`src/pkg/ptc_cfg.svh`:
```
// constants for the periodic timer capture block
// assumes inclusion by bare name from the package and design files
`ifndef PTC_CFG_SVH
`define PTC_CFG_SVH
`define PTC_CNT_W 10
`define PTC_ADDR_W 4
`define PTC_DATA_W 16
`define PTC_OFF_CTRL0 4'h0
`define PTC_OFF_CTRL1 4'h1
`define PTC_OFF_PERIOD 4'h2
`define PTC_OFF_CAPTURE 4'h3
`define PTC_OFF_COUNT 4'h4
`define PTC_OFF_FLAGS 4'h5
`define PTC_C0_RUN_BIT 3
`define PTC_C0_CKSEL_LSB 4
`define PTC_C0_PAUSE_BIT 7
`define PTC_C1_SRC_BIT 0
`define PTC_C1_EDGE_LSB 4
`define PTC_C1_MODE_LSB 6
`define PTC_FL_CAP_BIT 0
`define PTC_FL_PER_BIT 1
`define PTC_FL_PIN_BIT 2
`define PTC_RST_CTRL 8'h00
`define PTC_RST_CNT 10'h000
`define PTC_DIV4 8'h04
`define PTC_DIV16 8'h10
`define PTC_DIV64 8'h40
`define PTC_DIVSUB 8'hfa
`endif

```
`src/pkg/ptc_pkg.sv`:
```
// types for the periodic timer capture block
// assumes ptc_cfg.svh on the include path
`include "ptc_cfg.svh"
package ptc_pkg;
   typedef enum logic [1:0] {
      PTC_MODE_CMP = 2'b00,
      PTC_MODE_CAP = 2'b01,
      PTC_MODE_PWM = 2'b10,
      PTC_MODE_TMR = 2'b11
   } ptc_mode_type;
   typedef enum logic [1:0] {
      PTC_EDGE_RISE = 2'b00,
      PTC_EDGE_FALL = 2'b01,
      PTC_EDGE_BOTH = 2'b10,
      PTC_EDGE_OFF = 2'b11
   } ptc_edge_type;
   typedef logic [`PTC_CNT_W-1:0] ptc_count_type;
endpackage

```
`src/design/ptc_tick_gen.sv`:
```
// counter clock tick generator: selects one prescaled source or one pin edge
// assumes pin_edge pulses come from already-synchronised pin logic
`timescale 1ns/1ps
`include "ptc_cfg.svh"
module ptc_tick_gen (
   input wire logic clk,
   input wire logic rst,
   input wire logic ce,
   input wire logic [2:0] sel,
   input wire logic pin_rise,
   input wire logic pin_fall,
   output logic tick
);
   logic [7:0] div_q;
   logic [7:0] lim;
   always_comb begin
      case (sel)
         3'h0: lim = `PTC_DIV4;
         3'h1: lim = 8'h01;
         3'h2: lim = `PTC_DIV16;
         3'h3: lim = `PTC_DIV64;
         default: lim = `PTC_DIVSUB;
      endcase
   end
   // reset on wrap so a narrower selection never waits for a wide count
   always_ff @(posedge clk) begin
      if (rst) begin
         div_q <= 8'h00;
      end else if (ce) begin
         if (div_q >= lim - 8'h01) begin
            div_q <= 8'h00;
         end else begin
            div_q <= div_q + 8'h01;
         end
      end
   end
   always_comb begin
      case (sel)
         3'h6: tick = pin_rise;
         3'h7: tick = pin_fall;
         default: tick = (div_q >= lim - 8'h01);
      endcase
   end
endmodule

```
`src/design/ptc_edge_det.sv`:
```
// two-stage synchroniser and edge detector for the capture pin
// assumes the pin is asynchronous to clk
`timescale 1ns/1ps
module ptc_edge_det (
   input wire logic clk,
   input wire logic rst,
   input wire logic ce,
   input wire logic pin,
   output logic level,
   output logic rise,
   output logic fall
);
   logic s1_q;
   logic s2_q;
   logic s3_q;
   always_ff @(posedge clk) begin
      if (rst) begin
         s1_q <= 1'b0;
         s2_q <= 1'b0;
         s3_q <= 1'b0;
      end else if (ce) begin
         s1_q <= pin;
         s2_q <= s1_q;
         s3_q <= s2_q;
      end
   end
   assign level = s2_q;
   assign rise = ce & s2_q & ~s3_q;
   assign fall = ce & ~s2_q & s3_q;
endmodule

```
`src/design/ptc_timer.sv`:
```
// 10-bit periodic timer in capture-input mode with a plain register port
// assumes a single clk domain; capture pin is asynchronous
//
// Overview of operation
// - counting starts when run enable rises
// - valid edge latches count, sets capture flag
// - capture never stops or clears counter
// - period match returns counter to zero
// - period match sets period-match flag
// - period zero gives full 400H modulus
// - flags stay set until software clears
// - run enable off then on restarts zero
// - mode field 01 selects capture behaviour
// - edge field picks rise, fall, both, none
// - capture disabled still lets counter run
`timescale 1ns/1ps
`include "ptc_cfg.svh"
module ptc_timer (
   input wire logic clk,
   input wire logic rst,
   input wire logic ce,
   input wire logic capture_input_pin,
   input wire logic [`PTC_ADDR_W-1:0] addr,
   input wire logic [`PTC_DATA_W-1:0] wdata,
   input wire logic wr,
   input wire logic rd,
   output logic [`PTC_DATA_W-1:0] rdata,
   output logic capture_irq,
   output logic period_irq
);
   import ptc_pkg::*;

   logic [7:0] ctrl0_q;
   logic [7:0] ctrl1_q;
   ptc_count_type period_compare_reg_q;
   ptc_count_type capture_value_reg_q;
   ptc_count_type count_q;
   logic capture_event_flag_q;
   logic period_match_flag_q;
   logic [`PTC_DATA_W-1:0] rdata_q;
   logic capture_irq_q;
   logic period_irq_q;

   logic count_run_enable;
   logic pause;
   logic capture_source_select;
   ptc_mode_type operating_mode_field;
   ptc_edge_type edge_select_field;
   logic pin_level;
   logic pin_rise;
   logic pin_fall;
   logic tick;
   logic edge_ok;
   logic cap_ev;
   logic per_ev;
   logic wr_flags;

   assign count_run_enable = ctrl0_q[`PTC_C0_RUN_BIT];
   assign pause = ctrl0_q[`PTC_C0_PAUSE_BIT];
   assign capture_source_select = ctrl1_q[`PTC_C1_SRC_BIT];
   assign operating_mode_field = ptc_mode_type'(ctrl1_q[`PTC_C1_MODE_LSB +: 2]);
   assign edge_select_field = ptc_edge_type'(ctrl1_q[`PTC_C1_EDGE_LSB +: 2]);

   ptc_edge_det u_edge (
      .clk(clk),
      .rst(rst),
      .ce(ce),
      .pin(capture_input_pin),
      .level(pin_level),
      .rise(pin_rise),
      .fall(pin_fall)
   );

   ptc_tick_gen u_tick (
      .clk(clk),
      .rst(rst),
      .ce(ce),
      .sel(ctrl0_q[`PTC_C0_CKSEL_LSB +: 3]),
      .pin_rise(pin_rise),
      .pin_fall(pin_fall),
      .tick(tick)
   );

   // compare against the wrap point; zero period means the full range
   function automatic logic at_period(input ptc_count_type cnt, input ptc_count_type per);
      if (per == `PTC_RST_CNT) begin
         at_period = (cnt == {`PTC_CNT_W{1'b1}});
      end else begin
         at_period = (cnt == per);
      end
   endfunction

   always_comb begin
      case (edge_select_field)
         PTC_EDGE_RISE: edge_ok = pin_rise;
         PTC_EDGE_FALL: edge_ok = pin_fall;
         PTC_EDGE_BOTH: edge_ok = pin_rise | pin_fall;
         PTC_EDGE_OFF: edge_ok = 1'b0;
         default: edge_ok = 1'b0;
      endcase
   end

   // source bit is honoured: with no pin source selected nothing triggers
   assign cap_ev = count_run_enable & (operating_mode_field == PTC_MODE_CAP)
      & capture_source_select & edge_ok;
   assign per_ev = count_run_enable & ~pause & tick
      & at_period(count_q, period_compare_reg_q);
   assign wr_flags = wr & (addr == `PTC_OFF_FLAGS);

   always_ff @(posedge clk) begin
      if (rst) begin
         ctrl0_q <= `PTC_RST_CTRL;
         ctrl1_q <= `PTC_RST_CTRL;
         period_compare_reg_q <= `PTC_RST_CNT;
      end else if (ce && wr) begin
         case (addr)
            `PTC_OFF_CTRL0: ctrl0_q <= wdata[7:0];
            `PTC_OFF_CTRL1: ctrl1_q <= wdata[7:0];
            `PTC_OFF_PERIOD: period_compare_reg_q <= wdata[`PTC_CNT_W-1:0];
            default: ;
         endcase
      end
   end

   // counter: edges never disturb it, only run enable and the period wrap
   always_ff @(posedge clk) begin
      if (rst) begin
         count_q <= `PTC_RST_CNT;
      end else if (ce) begin
         if (!count_run_enable) begin
            count_q <= `PTC_RST_CNT;
         end else if (per_ev) begin
            count_q <= `PTC_RST_CNT;
         end else if (tick && !pause) begin
            count_q <= count_q + 10'h001;
         end
      end
   end

   always_ff @(posedge clk) begin
      if (rst) begin
         capture_value_reg_q <= `PTC_RST_CNT;
      end else if (ce && cap_ev) begin
         capture_value_reg_q <= count_q;
      end
   end

   // write one to clear; a same-cycle event wins over the clear
   always_ff @(posedge clk) begin
      if (rst) begin
         capture_event_flag_q <= 1'b0;
         period_match_flag_q <= 1'b0;
      end else if (ce) begin
         if (cap_ev) begin
            capture_event_flag_q <= 1'b1;
         end else if (wr_flags && wdata[`PTC_FL_CAP_BIT]) begin
            capture_event_flag_q <= 1'b0;
         end
         if (per_ev) begin
            period_match_flag_q <= 1'b1;
         end else if (wr_flags && wdata[`PTC_FL_PER_BIT]) begin
            period_match_flag_q <= 1'b0;
         end
      end
   end

   always_ff @(posedge clk) begin
      if (rst) begin
         capture_irq_q <= 1'b0;
         period_irq_q <= 1'b0;
      end else if (ce) begin
         capture_irq_q <= capture_event_flag_q | cap_ev;
         period_irq_q <= period_match_flag_q | per_ev;
      end
   end

   always_ff @(posedge clk) begin
      if (rst) begin
         rdata_q <= '0;
      end else if (ce) begin
         rdata_q <= '0;
         if (rd) begin
            case (addr)
               `PTC_OFF_CTRL0: rdata_q <= {8'h00, ctrl0_q};
               `PTC_OFF_CTRL1: rdata_q <= {8'h00, ctrl1_q};
               `PTC_OFF_PERIOD: rdata_q <= {6'h00, period_compare_reg_q};
               `PTC_OFF_CAPTURE: rdata_q <= {6'h00, capture_value_reg_q};
               `PTC_OFF_COUNT: rdata_q <= {6'h00, count_q};
               // pin level lets software tell which edge ended the pulse
               `PTC_OFF_FLAGS: rdata_q <= {13'h0000, pin_level, period_match_flag_q,
                  capture_event_flag_q};
               default: rdata_q <= '0;
            endcase
         end
      end
   end

   assign rdata = rdata_q;
   assign capture_irq = capture_irq_q;
   assign period_irq = period_irq_q;

   chk_capture_latches: assert property (@(posedge clk) disable iff (rst)
      ce && cap_ev |=> capture_value_reg_q == $past(count_q) && capture_event_flag_q)
      else $error("capture did not latch count");
   chk_edge_keeps_count: assert property (@(posedge clk) disable iff (rst)
      ce && cap_ev && !tick && count_run_enable |=> count_q == $past(count_q))
      else $error("capture disturbed counter");
   chk_period_wrap: assert property (@(posedge clk) disable iff (rst)
      ce && per_ev |=> count_q == 10'h000 && period_match_flag_q)
      else $error("period match did not wrap");
   chk_full_range: assert property (@(posedge clk) disable iff (rst)
      ce && count_run_enable && period_compare_reg_q == 10'h000 && count_q == 10'h3ff
      && tick && !pause |-> per_ev)
      else $error("full range wrap missing");
   chk_flag_sticky: assert property (@(posedge clk) disable iff (rst)
      capture_event_flag_q && !(ce && wr_flags && wdata[`PTC_FL_CAP_BIT]) |=>
      capture_event_flag_q)
      else $error("capture flag dropped");
   chk_idle_zero: assert property (@(posedge clk) disable iff (rst)
      ce && !count_run_enable |=> count_q == 10'h000)
      else $error("counter not held at zero");
   chk_run_counts: assert property (@(posedge clk) disable iff (rst)
      ce && count_run_enable && tick && !pause && !per_ev |=>
      count_q == $past(count_q) + 10'h001)
      else $error("counter did not step");
   chk_disabled_edge: assert property (@(posedge clk) disable iff (rst)
      edge_select_field == PTC_EDGE_OFF |=> $stable(capture_value_reg_q))
      else $error("capture while disabled");
   chk_mode_gate: assert property (@(posedge clk) disable iff (rst)
      operating_mode_field != PTC_MODE_CAP |=> $stable(capture_value_reg_q))
      else $error("capture outside capture mode");
   chk_capture_hold: assert property (@(posedge clk) disable iff (rst)
      !(ce && cap_ev) |=> $stable(capture_value_reg_q))
      else $error("capture value moved without an edge");
   chk_period_sticky: assert property (@(posedge clk) disable iff (rst)
      period_match_flag_q && !(ce && wr_flags && wdata[`PTC_FL_PER_BIT]) |=>
      period_match_flag_q)
      else $error("period flag dropped");
   chk_flag_clears: assert property (@(posedge clk) disable iff (rst)
      ce && wr_flags && wdata[`PTC_FL_CAP_BIT] && !cap_ev |=> !capture_event_flag_q)
      else $error("capture flag not cleared");
   chk_cap_irq: assert property (@(posedge clk) disable iff (rst)
      ce && capture_event_flag_q |=> capture_irq_q)
      else $error("capture request missing");
   chk_per_irq: assert property (@(posedge clk) disable iff (rst)
      ce && period_match_flag_q |=> period_irq_q)
      else $error("period request missing");
   chk_idle_no_flag: assert property (@(posedge clk) disable iff (rst)
      ce && !count_run_enable && !capture_event_flag_q && !period_match_flag_q |=>
      !capture_event_flag_q && !period_match_flag_q)
      else $error("flag set while stopped");
   chk_rise_only: assert property (@(posedge clk) disable iff (rst)
      ce && edge_select_field == PTC_EDGE_RISE && !pin_rise && !capture_event_flag_q |=>
      !capture_event_flag_q)
      else $error("capture on a non-rising edge");
   chk_fall_only: assert property (@(posedge clk) disable iff (rst)
      ce && edge_select_field == PTC_EDGE_FALL && !pin_fall && !capture_event_flag_q |=>
      !capture_event_flag_q)
      else $error("capture on a non-falling edge");
   // a period rewrite may leave the count above the new limit, so it is excluded
   chk_period_bound: assert property (@(posedge clk) disable iff (rst)
      ce && count_run_enable && period_compare_reg_q != 10'h000
      && count_q <= period_compare_reg_q && !(wr && addr == `PTC_OFF_PERIOD) |=>
      count_q <= period_compare_reg_q)
      else $error("count passed the period");
   chk_pause_freeze: assert property (@(posedge clk) disable iff (rst)
      ce && count_run_enable && pause |=> $stable(count_q))
      else $error("count moved while paused");
   cov_capture: cover property (@(posedge clk) disable iff (rst)
      ce && cap_ev);
   cov_wrap: cover property (@(posedge clk) disable iff (rst)
      ce && per_ev);
   cov_both: cover property (@(posedge clk) disable iff (rst)
      cap_ev && edge_select_field == PTC_EDGE_BOTH && pin_fall);
   cov_pause: cover property (@(posedge clk) disable iff (rst)
      ce && count_run_enable && pause);
   cov_restart: cover property (@(posedge clk) disable iff (rst)
      $rose(count_run_enable));
endmodule

```
`config.mk`:
```
export PLATFORM = sky130hd
export DESIGN_NAME = ptc_timer
export DESIGN_NICKNAME = d
export VERILOG_FILES = /design/src/pkg/ptc_pkg.sv /design/src/design/ptc_tick_gen.sv /design/src/design/ptc_edge_det.sv /design/src/design/ptc_timer.sv
export VERILOG_INCLUDE_DIRS = /design/src /design/src/pkg
export SDC_FILE = /design/constraint.sdc
export NUM_CORES = 1
export LEC_CHECK = 0
export BUFFER_PORTS_ARGS = -buffer_cell sky130_fd_sc_hd__buf_2
export CORE_UTILIZATION = 30
export CTS_CLUSTER_SIZE = 8
export DETAILED_ROUTE_END_ITERATION = 6
export GPL_ROUTABILITY_DRIVEN = 1
export SYNTH_ARGS = -nofsm -noshare
export SYNTH_HDL_FRONTEND = slang
export SYNTH_HIERARCHICAL = 1
export SYNTH_SLANG_ARGS = --single-unit
```
`constraint.sdc`:
```
create_clock -name clk -period 3.5 [get_ports clk]
set_input_delay 1.05 -clock clk [delete_from_list [all_inputs] [get_ports clk]]
set_output_delay 1.05 -clock clk [all_outputs]
set_load 0.01 [all_outputs]
```
==> impl_results.md <==
- Compound-gate portion of the synthesized area: 17.2%
- Dpl ws: 0.371 ns
- DRC Markers: 0
- Crit start category: flip-flop
- Max-slew violations: 0
- Reg2reg setup slack: 0.53 ns
- Initial antenna violation count: 0
- Worst Setup End Kind: flip-flop
- Tcrit/Tclk final: 84.7%
- Share of the synthesized area in the top cell type: 37.3%
- CP Max Fanout: 11
- Die Ht: 115 µm
- Min-delay worst type: flip-flop to flip-flop
- Multiplexer area fraction after synthesis: 12.2%
- GR Overflow Total: 0
- Gate Count Post-Synth: 438
- DRT Wirelength: around 9.6 mm
- Final #Nets: 497
- Pwr Density: 426 nW/µm²
- Post-CTS Setup Inserts: 0
- Synthesized area: 3810 µm²
- Syn Area/Cell: 8.70 µm²
- Top Ports: 44
- Post-synth EDFFs: 0
- Antenna cell count: 0
- Crit path time final: approximately 3.0 ns
- Num rows: 40
- Tot Pwr: roughly 1.9 mW
- Vias/cell: 5.07
- Clock buffer depth: 2
- Combinational family with the most area after synthesis: simple AND/OR/NAND/NOR gates
- Design Area, Final: 4380 µm²
- Flops & latches, synth: 71
- TritonCTS Buffers: 9
- H-tree levels: 3
- Placer Congestion: 0.830
- GRT Total Usage: 15.2%
- CTS tree: done
- Hold Fails Final Rpt: 0
- Avg WL per Cell: 15.1 µm
- Worst EP arrival: 3.19 ns
- Sink Count: ~70
- Area share of fa/ha/maj cells after synthesis: 3.29%
- Max VDD drop: 193 µV
- Vias in the first global route: 3,047
- Clk Latency, worst-skew pair: 0.33 ns
- Ys flop type: dfxtp_1
- Routed Antenna Nets: 0
- Largest net degree at the start of global routing: 41
- Setup WS post-layout: approximately 0.53 ns
- Setup Total Neg Slack: 0 ns
- Endpoints failing setup: 0
- Synthesis-to-layout area growth: 14.9%
- Post-route core utilization: 35.8%
- Post-Place Cell Area: 4080 µm²
- Initial core utilization: 31.2%
- Synth cell types: between 60 and 70
- Worst clock skew: approximately 0.0085 ns
- Core area: 12,200 µm²
- Status: finished, final reports clean
- Largest cells by area after synthesis: dfxtp_1 (37%), mux2i_1 (8.9%), nor2_1 (7.0%), a22oi_1 (4.7%), ha_1 (3.3%)
- Synth Area in XOR/XNOR: a little over 2%
- Placed cells: 618
- Worst-Margin Slew: roughly 0.74 ns
- CTS resizes: 0
- Hpwl dp: 6.88 mm
- P_leak: 1.79 nW
- Clk slew on worst S/H paths: 0.06 ns
- Synth warn: 6
- Die Area: 13,200 µm²
- Sequential fraction of the synthesis area: 37.3%
- Initial drt markers: 281
- Simple-Gate Fraction of Synth Area: 21.7%
- Cts hold-fix bufs: 0
- First-pass detailed-route iteration total: 4
- PortBufs: 31
- Die width: 115 µm
- Fmax: 337 MHz
- MaxCap Viol Count: 0
- Share of cells above drive strength 1: 18.3%
- Via count: 3,211
- Unrepaired setup endpoints after global routing: false
- Min Hold Slack: 0.489 ns
- Layout Cells excl Fill: 633
- Clk root buf: clkbuf_16
- Slew HR: 50.6%
- Synth area leader: dfxtp_1
- Async SR Flop Fraction: 0%
- CP Class: flip-flop to flip-flop
- Crit path required time: 3.72 ns
- First-pass GRT wire length: 15.7 mm
==> cells by family (layout without fill, tap and decap cells) <==
| group | count (synthesis) | in the layout |
|---|---|---|
| flops | 71 | 71 |
| fa+ha+maj | 10 | 10 |
| buf+inv | 46 | 68 |
| simple gates | 163 | 163 |
| mux | 44 | 44 |
| xor+xnor | 9 | 9 |
| other cells | 1 | 6 |
| compound gates | 94 | 94 |
==> worst paths after layout <==
kind	startpoint	endpoint	cells past startpoint
setup reg to reg	ctrl0_q[6]$_SDFFE_PP0P_	count_q[7]$_SDFFE_PP0P_	13
hold / removal	u_edge/s3_q$_SDFFE_PP0P_	u_edge/s3_q$_SDFFE_PP0P_	2
hold reg to reg	u_edge/s3_q$_SDFFE_PP0P_	u_edge/s3_q$_SDFFE_PP0P_	2
setup / recovery	ctrl0_q[6]$_SDFFE_PP0P_	count_q[7]$_SDFFE_PP0P_	13
==> placed cells by master (no fill, tap or decap), types with 7 or more instances in the layout <==
master,instances
nand3_1,8
o21ai_0,12
buf_2,31
nand2_1,25
clkbuf_16,9
a22oi_1,24
ha_1,10
mux2i_1,34
o22ai_1,7
dfxtp_1,71
nor2_1,71
a21oi_1,17
mux2_2,9
inv_1,14
nor3_1,7
buf_4,8
==> metal layers <==
metal	wire, µm	global-route usage, %	vias to the layer above	part of all wire [%]
li1	-	-	1607	-
met1	4760	20.6	1531	50
met2	4320	24.5	65	45
met3	432	2.54	8	4.5
met4	55	4.94	0	0.57
met5	0	0	-	0
==> layout make-up <==
class,instances,area [µm²]
clock buffer,10,239
tap,168,210
inverter,14,52.6
multi-input combinational,326,2180
fill,1268,7840
timing repair buffer,39,215
sequential,71,1420
clock inverter,5,58.8
==> report_power, final <==
group,switching [mW],internal [mW]
Sequential,0.00754,0.815
Combinational,0.0737,0.0408
Clock,0.360,0.567
==> flip-flops by register name, summed over array words and instances, names as in the netlist <==
| signal | cells |
|---|---|
| capture_event_flag_q | 1 |
| capture_irq | 1 |
| capture_value_reg_q | 10 |
| count_q | 10 |
| ctrl0_q | 8 |
| ctrl1_q | 8 |
| period_compare_reg_q | 10 |
| period_irq | 1 |
| period_match_flag_q | 1 |
| rdata | 10 |
| u_edge/level | 1 |
| u_edge/s1_q | 1 |
| u_edge/s3_q | 1 |
| u_tick/div_q | 8 |
==> worst max-delay path, stage by stage, from the launching register on <==
cell and delay [ns]:
dfxtp_1 0.47, inv_1 0.15, ha_1 0.33, o21ai_1 0.12, nor2_2 0.27, a21oi_1 0.08, a21oi_1 0.19, and2b_2 0.19
nand3_1 0.08, a221o_1 0.31, o211ai_2 0.19, buf_4 0.20, o21ai_0 0.09, a21o_1 0.18
==> Yosys cell counts, drive strengths merged, types with 2 or more instances <==
cell and number:
a222oi 2, nand3 9, or3b 2, nor3b 6
o211ai 3, or3 3, inv 14, ha 10
nor4 3, a21oi 17, nand2b 4, mux2i 34
nor2b 5, mux2 9, xnor2 6, o22ai 7
a21o 6, xor2 3, dfxtp 71, clkbuf 22
a32oi 4, a31oi 4, a31o 2, buf 10
a211oi 3, nand2 25, nor3 7, nand4 5
or4b 3, nand3b 3, and3 5, or2 4
nor2 72, o21ai 14, and2 2, a22oi 24
(Power assumes the default switching activity.)
